### config.mk
export PLATFORM = sky130hd
export DESIGN_NAME = cgc_top
export DESIGN_NICKNAME = d
export VERILOG_FILES = /design/src/core/cgc_pkg.sv /design/src/core/cgc_top.sv
export SDC_FILE = /design/constraint.sdc
export NUM_CORES = 1
export LEC_CHECK = 0
export ABC_AREA = 1
export BUFFER_PORTS_ARGS = -buffer_cell sky130_fd_sc_hd__buf_4
export CAP_MARGIN = 20
export CORE_MARGIN = 5
export CORE_UTILIZATION = 52
export DETAILED_ROUTE_END_ITERATION = 8
export PLACE_DENSITY = 0.79
export SLEW_MARGIN = 20
export SYNTH_ARGS = -nofsm -noshare
export SYNTH_HDL_FRONTEND = slang
export SYNTH_SLANG_ARGS = --single-unit
### constraint.sdc
create_clock -name clk -period 3.3 [get_ports clk]
set_input_delay 0.165 -clock clk [delete_from_list [all_inputs] [get_ports clk]]
set_output_delay 0.165 -clock clk [all_outputs]
set_load 0.02 [all_outputs]
### src/core/cgc_pkg.sv
package cgc_pkg;

    // ==================================================================
    // Register map
    localparam logic [3:0]  ADDR_CACHE_CONFIG  = 4'h0;
    localparam logic [3:0]  ADDR_CACHE_TAG_LOW = 4'h4;
    localparam logic [3:0]  ADDR_GEOMETRY      = 4'h8;

    // ==================================================================
    // Config register fields
    localparam int          SIZE_MODE_POS      = 12;
    localparam int          IC_LSB             = 9;
    localparam int          DC_LSB             = 5;
    localparam int          WB_LSB             = 24;
    localparam logic        SIZE_MODE_SMALL    = 1'h1;
    localparam logic [2:0]  IC_CODE_4K         = 3'h2;
    localparam logic [3:0]  DC_CODE_1K         = 4'h0;
    localparam logic [3:0]  WB_PATTERN_RESET   = 4'h0;
    localparam logic [31:0] CFG_FIXED_MASK     = 32'h00001FE0;
    localparam logic [31:0] CFG_RW_MASK        = 32'hFFFFE01F;
    localparam logic [31:0] CFG_RESET          = 32'h00000000;
    localparam logic [31:0] TAG_RESET          = 32'h00000000;

    // ==================================================================
    // Cache capacities in bytes
    localparam int          ICACHE_BYTES       = 4096;
    localparam int          DCACHE_BYTES       = 1024;

    // Writeback transfer patterns
    typedef enum logic [3:0] {
        pattern_word_every_cycle     = 4'h0,
        pattern_word_alternate_cycle = 4'h3
    } cgc_wb_pattern_t;

    // Maintenance address outputs
    typedef struct packed {
        logic [19:0] icache_addr;
        logic [3:0]  dcache_addr;
    } cgc_maint_addr_t;

endpackage : cgc_pkg

### src/core/cgc_top.sv
`timescale 1ns/1ns
`default_nettype none
// How it works
// - Instruction cache is 4 KB and data cache is 1 KB.
// - Instruction cache maintenance uses tag-low bits 31..12 as address.
// - Data cache maintenance uses tag-low bits 13..10 as address.
// - Config bit 12 reads as 1, small-capacity organisation.
// - Config bits 11..9 read as 010, a 4 KB instruction cache.
// - Config bits 8..5 read as 0000, a 1 KB data cache.
//
// Register map, byte offsets on the register port
//   0x0  cache configuration: writable except the geometry bits 12..5
//   0x4  cache tag low: fully writable, feeds the maintenance addresses
//   0x8  geometry summary: instruction and data capacity in KB, read-only
//   Other offsets read as zero and ignore writes
//
// Timing
//   A write is taken on the strobe edge; outputs change on that same edge.
//   Read data stand only in the cycle after the read strobe, else zero.
//   Back-to-back strobes are fine; the port never stalls the master.
//   A read in the cycle after a write already sees the new value.
//
// Limitations
//   The writeback pattern is not forced; a wrong value is only flagged,
//   so software that misprograms it sees pattern_bad rise, and fall once the field is rewritten to 0.
//   Capacities are parameters, but the size codes stay fixed; changing
//   the parameters alone only alters the geometry summary word.
//   Maintenance addresses follow the tag register and nothing else, so
//   they hold their value between tag writes.
module cgc_top #(
    parameter int ICACHE_BYTES = cgc_pkg::ICACHE_BYTES,
    parameter int DCACHE_BYTES = cgc_pkg::DCACHE_BYTES
) (
    // Clock and reset
    input  wire logic                    clk,
    input  wire logic                    sys_rst,
    // Register port
    input  wire logic [3:0]              reg_addr,
    input  wire logic [31:0]             reg_wdata,
    input  wire logic                    reg_wr,
    input  wire logic                    reg_rd,
    output logic      [31:0]             reg_rdata,
    // Maintenance addressing and pattern
    output cgc_pkg::cgc_maint_addr_t     maint_addr,
    output logic      [3:0]              writeback_pattern_field,
    output logic                         pattern_bad
);

    // ==================================================================
    // Fixed geometry
    function automatic logic [31:0] fixed_fields();
        logic [31:0] v;
        v = 32'h00000000;
        v[cgc_pkg::SIZE_MODE_POS]           = cgc_pkg::SIZE_MODE_SMALL;
        v[cgc_pkg::IC_LSB +: 3]             = cgc_pkg::IC_CODE_4K;
        v[cgc_pkg::DC_LSB +: 4]             = cgc_pkg::DC_CODE_1K;
        return v;
    endfunction : fixed_fields

    // Capacities in KB, readable for software sizing
    localparam logic [15:0] IC_KB = 16'(ICACHE_BYTES / 1024);
    localparam logic [15:0] DC_KB = 16'(DCACHE_BYTES / 1024);

    // ==================================================================
    // Address decode
    // One write hit test shared by both writable registers, so offsets cannot drift apart
    function automatic logic strobe_hit(input logic       strobe,
                                        input logic [3:0] addr,
                                        input logic [3:0] target);
        return strobe && (addr == target);
    endfunction : strobe_hit

    // ==================================================================
    // Registers
    logic [31:0]              cfg_ff;
    logic [31:0]              nxt_cfg;
    logic [31:0]              tag_ff;
    logic [31:0]              nxt_tag;
    logic [31:0]              rdata_ff;
    logic [31:0]              nxt_rdata;
    cgc_pkg::cgc_maint_addr_t maint_ff;
    cgc_pkg::cgc_maint_addr_t nxt_maint;
    logic [3:0]               wbp_ff;
    logic [3:0]               nxt_wbp;
    logic                     bad_ff;
    logic                     nxt_bad;

    // ==================================================================
    // Configuration register
    // Fixed bits are never stored, so a write cannot disturb them
    always_comb begin
        nxt_cfg = cfg_ff;
        if (strobe_hit(reg_wr, reg_addr, cgc_pkg::ADDR_CACHE_CONFIG)) begin
            nxt_cfg = reg_wdata & cgc_pkg::CFG_RW_MASK;
        end
    end

    // Configuration storage
    always_ff @(posedge clk or posedge sys_rst) begin
        if (sys_rst) begin
            cfg_ff <= cgc_pkg::CFG_RESET;
        end else begin
            cfg_ff <= nxt_cfg;
        end
    end

    // ==================================================================
    // Tag-low register
    // Whole word is writable; the maintenance addresses are cut from it
    always_comb begin
        nxt_tag = tag_ff;
        if (strobe_hit(reg_wr, reg_addr, cgc_pkg::ADDR_CACHE_TAG_LOW)) begin
            nxt_tag = reg_wdata;
        end
    end

    // Tag storage
    always_ff @(posedge clk or posedge sys_rst) begin
        if (sys_rst) begin
            tag_ff <= cgc_pkg::TAG_RESET;
        end else begin
            tag_ff <= nxt_tag;
        end
    end

    // ==================================================================
    // Maintenance addresses
    // Taken from the next tag value so they land in step with the tag
    always_comb begin
        nxt_maint             = maint_ff;
        nxt_maint.icache_addr = nxt_tag[31:12];
        nxt_maint.dcache_addr = nxt_tag[13:10];
    end

    // Maintenance address storage, so the outputs come from flip-flops
    always_ff @(posedge clk or posedge sys_rst) begin
        if (sys_rst) begin
            maint_ff <= '0;
        end else begin
            maint_ff <= nxt_maint;
        end
    end

    // ==================================================================
    // Writeback pattern and misuse flag
    // Flags a pattern other than word-every-cycle; hardware still obeys
    always_comb begin
        nxt_wbp = nxt_cfg[cgc_pkg::WB_LSB +: 4];
        nxt_bad = nxt_wbp != 4'(cgc_pkg::pattern_word_every_cycle);
    end

    // Pattern storage
    always_ff @(posedge clk or posedge sys_rst) begin
        if (sys_rst) begin
            wbp_ff <= cgc_pkg::WB_PATTERN_RESET;
            bad_ff <= 1'b0;
        end else begin
            wbp_ff <= nxt_wbp;
            bad_ff <= nxt_bad;
        end
    end

    // ==================================================================
    // Read data
    // Zero outside the answer cycle, so a stale word is never mistaken
    always_comb begin
        nxt_rdata = 32'h00000000;
        if (reg_rd) begin
            case (reg_addr)
                cgc_pkg::ADDR_CACHE_CONFIG: begin
                    nxt_rdata = cfg_ff | fixed_fields();
                end
                cgc_pkg::ADDR_CACHE_TAG_LOW: begin
                    nxt_rdata = tag_ff;
                end
                cgc_pkg::ADDR_GEOMETRY: begin
                    nxt_rdata = {IC_KB, DC_KB};
                end
                default: begin
                    nxt_rdata = 32'h00000000;
                end
            endcase
        end
    end

    // Read data storage; the answer stands for exactly one cycle
    always_ff @(posedge clk or posedge sys_rst) begin
        if (sys_rst) begin
            rdata_ff <= 32'h00000000;
        end else begin
            rdata_ff <= nxt_rdata;
        end
    end

    // ==================================================================
    // Outputs, straight from the flip-flops

    assign reg_rdata               = rdata_ff;
    assign maint_addr              = maint_ff;
    assign writeback_pattern_field = wbp_ff;
    assign pattern_bad             = bad_ff;

endmodule : cgc_top
`default_nettype wire

==> run summary, run 1 <==
Of all nets on the critical path, the largest fanout is 36. The portion of synthesized cell area occupied by the leading cell type was 60.61%; the first-pass GRT wire length was 13050 um. The wire length reported by the detailed router is 7937 um. The run finished, with violations left. The type of destination of the critical path was a register.

In this run the vertical extent of the chip is 94.07 um. Counting the fill cells in the layout gives 588. Final net count: 501. Data on the critical path is required at its endpoint by 3580 ps. The tool flagged a number of max-cap violations equal to 0. Worst-case headroom to the max-slew limit: 40.46%. The placer congestion estimate is 0.8064, and the clock slew at the register clock pins of the worst setup and hold paths is 80 ps. The worst setup path is launched from a primary input. Family with the most delay on the worst path: buffers and inverters. The count of nets left with antenna violations once routing finished came out at 0.

The count of buffers added on input and output ports is 100. The logs give 395 for the count of mapped cells out of synthesis and -63.30 ps for the worst hold margin. The first detailed-routing pass ran for 4 iterations.

The detailed router placed 2813 vias in this run. Counting along the longest clock path gives a buffer depth of 2. The final max-slew violation count is 0, and the upper clock frequency limit is 600.1 MHz. Category of the critical setup timing path: primary input to register. Fraction of the yosys area taken by sequential cells: 60.61%.

The CTS sink count is 89, and the combined flip-flop and latch cell area is 2227 um2. The synthesized netlist contains 20 unique library cells. For the number of design-rule violations left by the first detailed-router iteration, the log shows 144.

The die is 94.07 um wide. Setup violations remaining at the end of the flow were counted as 0. In this run the cell area of the synthesized design comes to 3675 um2.

When the netlist entered floorplanning its net count stood at 435. After layout, the worst path uses 50.49% of the clock period. Setup total negative slack on the finished layout was measured at 0 ps. Dividing the detail-routed via count by the number of cells gives 5.005. Global routing used 18.90% of the available tracks. The largest individual stage delay along the critical path comes from the cell sky130_fd_sc_hd__nand3_2. Summed over all nets, the half-perimeter wirelength after detailed placement is 5180 um. Setup repair after global routing left no endpoint under its margin. The data arrival time of the critical path is 1940 ps, and the starting density of the core is 53.79%. Total power: 2742 uW.

Traced cell by cell, the critical path runs through buf_4 > nor2_4 > buf_4 > nand3_2 > clkinv_1 > nand2_1 > nand2_1. The post-synthesis to final-layout area growth was 23.32%; the synthesized area per cell was 9.303 um2. The number of buffers and inverters on the critical path was 3. The number of antenna violations at the first check in global routing is 0. TritonCTS created 9 clock buffers.

The repair_antennas step left the layout with diodes totalling 0. For this run, the number of Yosys warnings is 0. Pin placement for this block handled 101 I/O pins. For the final database, setup skew stands at 9.659 ps. In this run, post-CTS hold repair placed 0 buffers. The biggest area contributor in the post-synthesis netlist is sky130_fd_sc_hd__dfrtp_1. Total global routing overflow: 0. TritonCTS built the clock tree. The number of resized instances in the post-cts repair step came out at 0. The final reports fail on negative hold slack. Maximum cell stage delay along the critical path: 630 ps. The tree is rooted in a sky130_fd_sc_hd__clkbuf_8. The number of levels in the clock H-tree was 3; the post-route DRC violation count was 0. VDD sags by at most 0.3793 mV. For this design the static power due to leakage is 0.002390 uW. At the later pin of the worst-skew pair, clock insertion delay measures 350 ps. The wire length per cell after detailed routing works out to 14.12 um. In this run the core area contains 30 standard-cell rows.

The total area of multi-input combinational cells was 1050 um2. The number of global-route vias before repair is 2692, and the worst-margin pin slew is 889.9 ps. The post-synthesis register bit count is 89, and the area of the placeable core is 6832 um2. The tools report the post-CTS setup buffer count as 0. The worst path in the final design needs a cycle of 1666 ps, including I/O delays and setup.

The floorplan step defined a die boundary enclosing 8848 um2. The post-route netlist has 27.04% of its cells at a drive strength greater than 1. Count of final hold-check violations: 61. Dividing total power by cell area gives a power density of 605.0 nW/um2. The run gives 64 as the maximum number of pins on one net before global-route repair. The path class of the tightest hold or removal check is primary input to asynchronous set/reset pin. By area the synthesized netlist is led by sky130_fd_sc_hd__dfrtp_1, sky130_fd_sc_hd__nand2_1, sky130_fd_sc_hd__buf_4.
==> metal layers <==
metal	vias up	part of all wire (%)	GRT usage, %
li1	1358	-	-
met1	1339	40	24.59
met2	108	50	30.63
met3	8	7.9	4.647
met4	0	1.3	7.100
met5	-	0	0
==> cell usage in the layout, fill, tap and decap left out, types with 2 or more instances in the layout <==
cell and count:
sky130_fd_sc_hd__a21oi_1 22, sky130_fd_sc_hd__buf_4 105, sky130_fd_sc_hd__bufinv_16 3, sky130_fd_sc_hd__clkbuf_8 11
sky130_fd_sc_hd__dfrtp_1 89, sky130_fd_sc_hd__inv_1 22, sky130_fd_sc_hd__nand2_1 121, sky130_fd_sc_hd__nand3_1 39
sky130_fd_sc_hd__nand4_1 4, sky130_fd_sc_hd__nor2_1 8, sky130_fd_sc_hd__nor2_4 2, sky130_fd_sc_hd__o21a_1 8
sky130_fd_sc_hd__o21ai_0 18, sky130_fd_sc_hd__o21ai_1 4, sky130_fd_sc_hd__o22ai_1 2
==> sequential cells by signal, indices dropped and copies added, names as in the netlist <==
register and flops:
tag_ff 11, reg_rdata 32, maint_addr 21, pattern_bad 1
cfg_ff 24
==> cell usage after synthesis <==
cell type                  count
sky130_fd_sc_hd__buf_4        31
sky130_fd_sc_hd__nor2_1        8
sky130_fd_sc_hd__dfrtp_1      89
sky130_fd_sc_hd__o21ai_0      18
sky130_fd_sc_hd__clkbuf_1      6
sky130_fd_sc_hd__a21oi_1      22
sky130_fd_sc_hd__inv_1        23
sky130_fd_sc_hd__o21a_1        8
sky130_fd_sc_hd__nand2_1     122
sky130_fd_sc_hd__nand3b_1      1
sky130_fd_sc_hd__buf_1         4
sky130_fd_sc_hd__clkinv_1      1
sky130_fd_sc_hd__nand4_1       4
sky130_fd_sc_hd__nor2_2        2
sky130_fd_sc_hd__buf_2         9
sky130_fd_sc_hd__o22ai_1       2
sky130_fd_sc_hd__nand3_1      39
sky130_fd_sc_hd__nand3_2       1
sky130_fd_sc_hd__nor2_4        1
sky130_fd_sc_hd__o21ai_1       4
==> cell families after synthesis <==
| group | synth area share, % |
|---|---|
| AOI/OAI and AO/OA | 7.968 |
| buffers and inverters | 11.03 |
| and+or+nand+nor | 20.39 |
| DFF | 60.61 |
==> final cells by class <==
| type | count | share of cell area [%] |
|---|---|---|
| clock buffer | 12 | 3.424 |
| clock inverter | 4 | 2.181 |
| inverter | 24 | 2.043 |
| multi-input combinational | 232 | 23.16 |
| sequential | 89 | 49.14 |
| tap | 96 | 2.650 |
| timing repair buffer | 105 | 17.39 |
==> power by group <==
group	internal, uW	leakage [uW]	switching (uW)
logic	211	0.00111	289
clock network	546	0.000127	358
registers	1240	0.00115	96.2
==> metrics by stage <==
stage	std cells	area (um2)	util, %	hold WS [ps]	setup slack (ps)
2_1_floorplan	395	3675	-	268.9	828.1
3_3_place_gp	546	4277	62.60	372.3	1321
3_5_place_dp	546	4277	62.60	375.2	1286
4_1_cts	562	4531	66.32	4.371	1658
5_1_grt	562	4532	66.34	11.59	1491
6_report	562	4532	66.34	-63.30	1634
==> worst paths after layout <==
| check | start | slack (ps) | end | cells past startpoint |
|---|---|---|---|---|
| worst max-delay path | reg_addr[1] | 1630 | cfg_ff[0] | 7 |
| worst min-delay path | sys_rst | -60 | maint_addr[0] | 2 |
| worst max register to register | cfg_ff[26] | 2460 | pattern_bad | 4 |
| worst min register to register | tag_ff[0] | 480 | tag_ff[0] | 2 |
| max in group asynchronous | sys_rst | 2640 | cfg_ff[1] | 3 |
| min in group clk | reg_wdata[4] | 20 | cfg_ff[4] | 3 |
(Power assumes the default switching activity.)
==> run 2, diff against run 1 <==
--- a/config.mk
+++ b/config.mk
@@ -9,9 +9,9 @@
 export BUFFER_PORTS_ARGS = -buffer_cell sky130_fd_sc_hd__buf_4
 export CAP_MARGIN = 20
 export CORE_MARGIN = 5
-export CORE_UTILIZATION = 52
+export CORE_UTILIZATION = 47
 export DETAILED_ROUTE_END_ITERATION = 8
-export PLACE_DENSITY = 0.79
+export PLACE_DENSITY = 0.76
 export SLEW_MARGIN = 20
 export SYNTH_ARGS = -nofsm -noshare
 export SYNTH_HDL_FRONTEND = slang
==> constraint.sdc (replaced) <==
create_clock -name clk -period 1.4 [get_ports clk]
set_input_delay 0.07 -clock clk [delete_from_list [all_inputs] [get_ports clk]]
set_output_delay 0.07 -clock clk [all_outputs]
set_load 0.02 [all_outputs]
==> run summary, run 2 (synthesis results as in run 1) <==
The flow ran to the end, and the final reports show no timing, DRC or antenna violations. The tools report the starting density of the core as 47.80% (-6.0 points). The critical path starts at maint_addr[5]. The logs give 149 (+3.5%) for the number of design-rule violations left by the first detailed-router iteration and 364.7 ps (-1269 ps) for the worst-case setup margin in the final layout. The area of the placeable core is 7687 um2 (+13%), and the upper clock frequency limit is 965.9 MHz. The clock insertion delay at the later pin of the skew report was 360 ps (about the same); the post-synthesis to final-layout area growth was 33.91%. TritonCTS built the clock tree.

The wire length on met3 came out at 531 um (-15%). The maximum cell stage delay along the critical path came out at 430 ps (-200 ps). Wire length the detailed router placed on met1: 3772 um (+18%). The category of the critical setup timing path was register to primary output. The via-per-instance ratio came out at 4.837 (-3.4%). The number of standard cells in the final layout excluding fillers came out at 606 (+7.8%). The logs give 4 (unchanged) for the total iterations of the first detailed-routing run and 9687 um2 (+9.5%) for the total die area.

In this run the worst hold path is classified as primary input to register. The maximum number of pins on one net before global-route repair was 39 (-39%). The static leakage was 0.002550 uW (+6.7%); the total global routing overflow was 0 (unchanged). The tools report the pre-CTS worst setup slack as 163.4 ps (-1123 ps). Total via count in the routed design: 2931 (+4.2%). Startpoint of the most critical register-to-register path: cfg_ff[24]. The flip-flop count of the largest register, all copies and words added is 32 (unchanged). Walking the worst path, the cells encountered are buf_4.

For the number of global-route vias before repair, the log shows 2969 (+10%). Final max-slew violation count: 0 (unchanged). In the layout the commonest cells are sky130_fd_sc_hd__nand2_1, sky130_fd_sc_hd__buf_4, sky130_fd_sc_hd__dfrtp_1. For the number of buffers created by CTS, the log shows 9 (unchanged). The worst-margin pin slew is 502.2 ps (-387.8 ps). For the post-route DRC violation count, the log shows 0 (unchanged). The switching power of the nets is 1843 uW (+150%). The count of pins on the block boundary was 101 (unchanged); the clock slew at the register clock pins of the worst setup and hold paths was 90 ps (about the same). The post-CTS setup buffer count is 0 (unchanged), and the share of post-route cells with drive strength above 1 is 26.79% (-0.25 points). Cell at the root of the clock tree: sky130_fd_sc_hd__clkbuf_8. The power density relative to cell area is 1312 nW/um2 (+120%).

The highest layer touched by signal routing is met4. For the worst-case headroom to the max-slew limit, the log shows 66.45% (+26 points). The largest voltage drop on the vdd net was 0.6252 mV (+65%). Setup repair after global routing left no endpoint under its margin. The largest individual stage delay along the critical path comes from the cell sky130_fd_sc_hd__dfrtp_1.

The run gives 5850 um (+13%) as the placed wire-length estimate. The number of gates on the worst path with buffers counted came out at 1 (-6). The routed wire length on met2 is 4320 um (+7.9%).

In this run the most critical hold path is launched from reg_wdata[19]. The accumulated negative setup slack is 0 ps (unchanged), and the number of antenna-violating nets in the routed design is 0 (unchanged). The switching part of the total power works out to 28.54% (+1.4 points).

Grouping stages by cell kind, the critical path spends the most delay in flip-flops. The cell total after placement is 560 (+2.6%), and the count of standard-cell rows is 32 (+6.7%). The setup violation total in the final timing report is 0 (unchanged), and the count of final hold-check violations is 0 (-100%). The tools report the data arrival time of the critical path as 970 ps (-970 ps). The first-pass GRT wire length was 14640 um (+12%). The count of buffers from port buffering works out to 100 (unchanged).

The wire length per cell after detailed routing came out at 14.50 um (+2.6%). The wire length reported by the detailed router is 8785 um (+11%), and the required time of the critical path is 1330 ps (-2250 ps). Maximum fanout along the worst path: 4 (-89%).

The type of destination of the critical path is a primary output. The type of element launching the critical path was a register. The number of maximum-capacitance violations was 0 (unchanged); the worst-case reg-to-reg path depth was 4 (unchanged). Part of the total power dissipated in the clock network: 31.2% (-1.8 points). The maximum root-to-sink buffer count was 2 (unchanged); the CTS sink count was 89 (unchanged). The worst hold margin is 11.93 ps (+75.23 ps). The logs give 48.9% (about the same) for the sequential fraction of design power and 11.74 ps (+2.077 ps) for the worst clock skew.

The vertical extent of the die was 98.43 um (+4.6%). The run gives 20.0% (+1.7 points) as the relative contribution of combinational cells to total power. The number of buffers and inverters on the critical path works out to 1 (-2). The number of antenna violations at the first check in global routing was 0 (unchanged); the combined global-route utilization of all metal layers was 18.68% (-0.21 points).

The library cell used most frequently in the layout, excluding fill and tap cells, is sky130_fd_sc_hd__nand2_1. The post-route minimum period is 1035 ps. Final net count: 539 (+7.6%). The diode insertion count for antenna repair was 0 (unchanged). The horizontal extent of the die was 98.43 um (+4.6%); the worst hold path cell count was 3. Placer congestion estimate: 0.7928 (-1.7%). Dividing the final minimum period by the clock period gives 73.95%. The number of levels in the clock H-tree came out at 3 (unchanged).

The internal cell power came out at 4615 uW (+130%).
-- run 2: layout make-up --
type	count	area [um2]
Inverter	24	93.84
Timing Repair Buffer	143	1186
Clock inverter	5	85.08
Fill cell	663	2766
Clock buffer	11	151.4
Tap cell	102	127.6
Sequential cell	89	2227
Multi-Input combinational cell	232	1050
-- run 2: tightest hold or removal path: stages --
cell,delay [ps]
sky130_fd_sc_hd__buf_4,110
sky130_fd_sc_hd__inv_1,60
sky130_fd_sc_hd__o21ai_0,80
-- run 2: final timing paths --
kind | end | slack, ps
max | maint_addr[3] | 360
min | cfg_ff[19] | 10
max reg2reg | pattern_bad | 510
min reg2reg | tag_ff[3] | 480
max in group asynchronous | reg_rdata[26] | 550
min in group asynchronous | reg_rdata[10] | 300
-- run 2: stage by stage --
| step | cell area (um2) | power (uW) | utilization [%] |
|---|---|---|---|
| after CTS | 4921 | 6498 | 64.01 |
| final | 4921 | 6458 | 64.01 |
| after detailed placement | 4384 | 4429 | 57.03 |
| after floorplan | 3679 | 4070 | - |
| after global placement | 4384 | 4382 | 57.03 |
| after global routing | 4921 | 6785 | 64.01 |
-- run 2: power by group through the flow --
stage	Combinational [uW]	Clock, uW	Sequential, uW
6_report	1290	2010	3160
5_1_grt	1420	2170	3200
4_1_cts	1300	2050	3150
3_5_place_dp	1230	0	3200
3_3_place_gp	1190	0	3190
2_1_floorplan	897	0	3170
-- run 2: what timing repair did --
action                    in CTS  in global routing
hold endpoints to repair      62                  0
resized for setup              0                  0
hold buffers                  30                  0
-- run 2: metal layers --
layer / track usage, % / up-vias
li1: - / 1435
met1: 24.49 / 1392
met2: 30.53 / 92
met3: 4.176 / 12
met4: 7.038 / 0
met5: 0 / -
==> run 3, diff against run 2 <==
--- a/config.mk
+++ b/config.mk
@@ -5,7 +5,7 @@
 export SDC_FILE = /design/constraint.sdc
 export NUM_CORES = 1
 export LEC_CHECK = 0
-export ABC_AREA = 1
+export ABC_AREA = 0
 export BUFFER_PORTS_ARGS = -buffer_cell sky130_fd_sc_hd__buf_4
 export CAP_MARGIN = 20
 export CORE_MARGIN = 5
==> constraint.sdc (replaced) <==
create_clock -name clk -period 0.95 [get_ports clk]
set_input_delay 0.0475 -clock clk [delete_from_list [all_inputs] [get_ports clk]]
set_output_delay 0.0475 -clock clk [all_outputs]
set_load 0.02 [all_outputs]
==> run summary, run 3 <==
The count of standard-cell rows was 32 (unchanged). The xor-xnor portion of the synthesized cell area is 0% (unchanged), and the number of buffers created by CTS is 9 (unchanged). The CTS sink count is 89 (unchanged), and the count of unique library cells instantiated by Yosys is 23 (+15%). From synthesis to final layout, the design area changed by 48.96%. The run gives 95 (-36%) as the number of design-rule violations left by the first detailed-router iteration. The share of the synthesized area in compound gates (AO/OA/AOI/OAI) was 5.664% (-2.3 points). The tools report the post-route DRC violation count as 0 (unchanged). The maximum fanout along the worst path is 4 (unchanged), and the fraction of the yosys area taken by sequential cells is 60.73% (+0.12 points). The count of pins on the block boundary was 101 (unchanged); the placed wire-length estimate was 5299 um (-9.4%).

Launching element of the worst setup path: cfg_ff[27]. The first-pass GRT wire length was 14170 um (-3.3%). TritonCTS built the clock tree. The count of mapped cells out of synthesis is 258 (-35%). The fraction of the mapped netlist area in simple logic gates works out to 6.414% (-14 points). The total via count in the routed design was 2509 (-14%). The final max-slew violation count was 0 (unchanged); the total iterations of the first detailed-routing run was 5 (+1). Portion of synthesized cell area occupied by the leading cell type: 60.73% (+0.12 points). The class of the tightest hold or removal check was primary input to register. Wire length per cell after detailed routing: 16.92 um (+17%). Leaving out fill and tap cells, the most frequent cell in the layout is sky130_fd_sc_hd__dfrtp_1.

The tools report the startpoint of the most critical register-to-register path as cfg_ff[27]. The checks that failed: negative setup slack. The run gives 0 (unchanged) as the diode insertion count for antenna repair.

The run gives -48.54 ps (-413.2 ps) as the worst-case setup margin in the final layout. Multiplexer area fraction after synthesis: 19.41% (+19 points). The tools report the startpoint of the worst hold path as reg_addr[2].

Vertical extent of the die: 98.33 um (about the same). The run gives 0.7737 (-2.4%) as the placer congestion estimate. The area of all placed cells without fillers came out at 5463 um2 (+11%). The arithmetic-cell share of the synthesized area counting full adders, half adders and majority gates came out at 0% (unchanged). For the count of filler cells inserted in the layout, the log shows 509 (-23%). The total global routing overflow is 0 (unchanged), and the count of warnings emitted by yosys is 0 (unchanged).

The count of flip-flops with a built-in enable after synthesis was 0 (unchanged); the count of final hold-check violations was 0 (unchanged). For the wire length reported by the detailed router, the log shows 8594 um (-2.2%). The flow ran to the end, but the final reports show violations. For the finished layout, the period the worst path requires is 998.5 ps. The library cells used most frequently in the layout, excluding fill and tap cells, are sky130_fd_sc_hd__dfrtp_1, sky130_fd_sc_hd__buf_4, sky130_fd_sc_hd__buf_6. The number of levels in the clock H-tree came out at 3 (unchanged). Counting instances in the post-synthesis netlist gives the leading cell types as sky130_fd_sc_hd__dfrtp_1, sky130_fd_sc_hd__mux2_2, sky130_fd_sc_hd__buf_4.

The run gives 298 (-31%) as the post-synthesis net count. The clock slew at the register clock pins of the worst setup and hold paths came out at 90 ps (about the same). The static leakage came out at 0.002562 uW (+0.47%). The maximum number of pins on one net before global-route repair was 54 (+38%); the worst clock skew was 12.04 ps (+0.3016 ps). The via-per-instance ratio was 4.939 (+2.1%). The run gives -50 ps (-560 ps) as the slack of the worst reg-to-reg path.

The setup violation total in the final timing report is 11 (+11). The run gives 4482 um2 (+2.2%) as the placed standard-cell area. The tools report the number of antenna violations at the first check in global routing as 0 (unchanged). The critical path is of the register to register type. The type of element launching the critical path is a register.

The number of maximum-capacitance violations was 0 (unchanged). The synthesized area per cell was 14.21 um2 (+53%). In the synthesized netlist the dominant register cell turns out to be sky130_fd_sc_hd__dfrtp_1.

The share of async-settable or async-resettable flops after synthesis came out at 100.0% (unchanged). Combined global-route utilization of all metal layers: 18.24% (-0.45 points). By area, the combinational part of the netlist is dominated by multiplexers. The clock insertion delay at the later pin of the skew report is 350 ps (about the same). The required time of the critical path is 1180 ps (-150 ps). Final core area utilization: 71.43% (+7.4 points). The run gives 10400 uW (+61%) as the total power. Upper clock frequency limit: 1001 MHz.

The post-synthesis register bit count was 89 (unchanged); the netlist area before placement was 3667 um2 (-0.20%). The worst-case headroom to the max-slew limit was 79.88% (+13 points); the worst-margin pin slew was 299.5 ps (-202.6 ps). The power density relative to cell area is 1903 nW/um2 (+45%), and the starting density of the core is 47.95% (+0.15 points). The tools report the number of antenna-violating nets in the routed design as 0 (unchanged). The tools report the number of global-route vias before repair as 2749 (-7.4%). The largest area contributor in the synthesized netlist is sky130_fd_sc_hd__dfrtp_1. For the largest voltage drop on the vdd net, the log shows 1.257 mV (+100%). The worst setup path is captured at a register. The maximum root-to-sink buffer count was 2 (unchanged); the count of buffers from port buffering was 100 (unchanged). The data arrival time of the critical path is 1230 ps (+260 ps). The total die area is 9669 um2 (-0.19%). The horizontal extent of the die was 98.33 um (about the same); the area of the placeable core was 7647 um2 (-0.52%).

By area the synthesized netlist is led by sky130_fd_sc_hd__dfrtp_1, sky130_fd_sc_hd__mux2_2, sky130_fd_sc_hd__mux2_4. The tools report the accumulated negative setup slack as -234.4 ps (-234.4 ps). The cell with the most instances after synthesis is sky130_fd_sc_hd__dfrtp_1.

The cell at the root of the clock tree was sky130_fd_sc_hd__clkbuf_8. The flip-flop count of the largest register, all copies and words added is 32 (unchanged), and the share of post-route cells with drive strength above 1 is 54.68% (+28 points). The final clock period utilization by the worst path came out at 105.1%. Setup repair after global routing could not meet its margin everywhere.

For the final net count, the log shows 441 (-18%).
run 3: changes by cell type in the layout (fill, tap and decap cells not counted), moves of 18 or more:
cell                      before  now
sky130_fd_sc_hd__a22oi_1       0   20
sky130_fd_sc_hd__inv_1        22    0
sky130_fd_sc_hd__o21ai_0      18    0
sky130_fd_sc_hd__a21oi_1      22    4
sky130_fd_sc_hd__mux2_4        0   20
sky130_fd_sc_hd__mux2_2        0   36
sky130_fd_sc_hd__nand3_1      39    0
sky130_fd_sc_hd__buf_4       110   72
sky130_fd_sc_hd__buf_6         0   60
sky130_fd_sc_hd__nand2_1     121    2
run 3: per-stage QoR:
stage | worst slack [ps] | instances | hold WS (ps)
floorplan | -133.2 | 258 | 185.2
global placement | -265.8 | 436 | 149.1
detailed placement | -310.2 | 436 | 155.7
CTS | -51.98 | 506 | 138.8
global route | -83.98 | 508 | 156.5
finish | -48.54 | 508 | 153.2
run 3: worst paths after layout:
path / end / cells past startpoint
max: pattern_bad / 2
min: reg_rdata[18] / 4
max reg2reg: pattern_bad / 2
min reg2reg: reg_rdata[9] / 1
max in group asynchronous: cfg_ff[26] / 4
min in group asynchronous: reg_rdata[9] / 4
run 3: kinds of logic (layout without fill, tap and decap cells):
logic type	Yosys count	after routing
AND/OR/NAND/NOR	42	42
flip-flops	89	89
buffers and inverters	41	189
AO/OA/AOI/OAI	29	29
multiplexers	57	57
run 3: routing by layer:
metal	track usage, %	wire (um)
met1	23.06	3603
met2	29.69	4320
met3	5.929	616
met4	6.092	53
met5	0	0
run 3: worst max-delay path, stage by stage, from the launching register on:
cell	delay, ps
sky130_fd_sc_hd__dfrtp_2	460
sky130_fd_sc_hd__nor4_2	320
sky130_fd_sc_hd__mux2i_1	110
run 3: power by group:
part | internal, uW | total [uW] | switching, uW
sequential | 4370 | 4800 | 426
combinational | 1660 | 2700 | 1040
clock | 1560 | 2900 | 1340
total | 7590 | 10400 | 2810
run 3: layout make-up:
type                    instances  area (um2)  area share [%]
flip-flops and latches         89        2231           40.84
clock buffers                  10       137.6           2.519
multi-input cells             128        1194           21.85
well taps                     102       127.6           2.336
inverters                       1       7.507          0.1374
clock inverters                 6       88.84           1.626
repair buffers                172        1677           30.69
run 3: timing repair:
action,CTS,global route
cloned,0,0
hold buffers,34,0
hold endpoints to repair,148,0
endpoints found under the setup margin,32,63
pin swaps,0,0
setup buffers,20,2
resized for setup,34,33
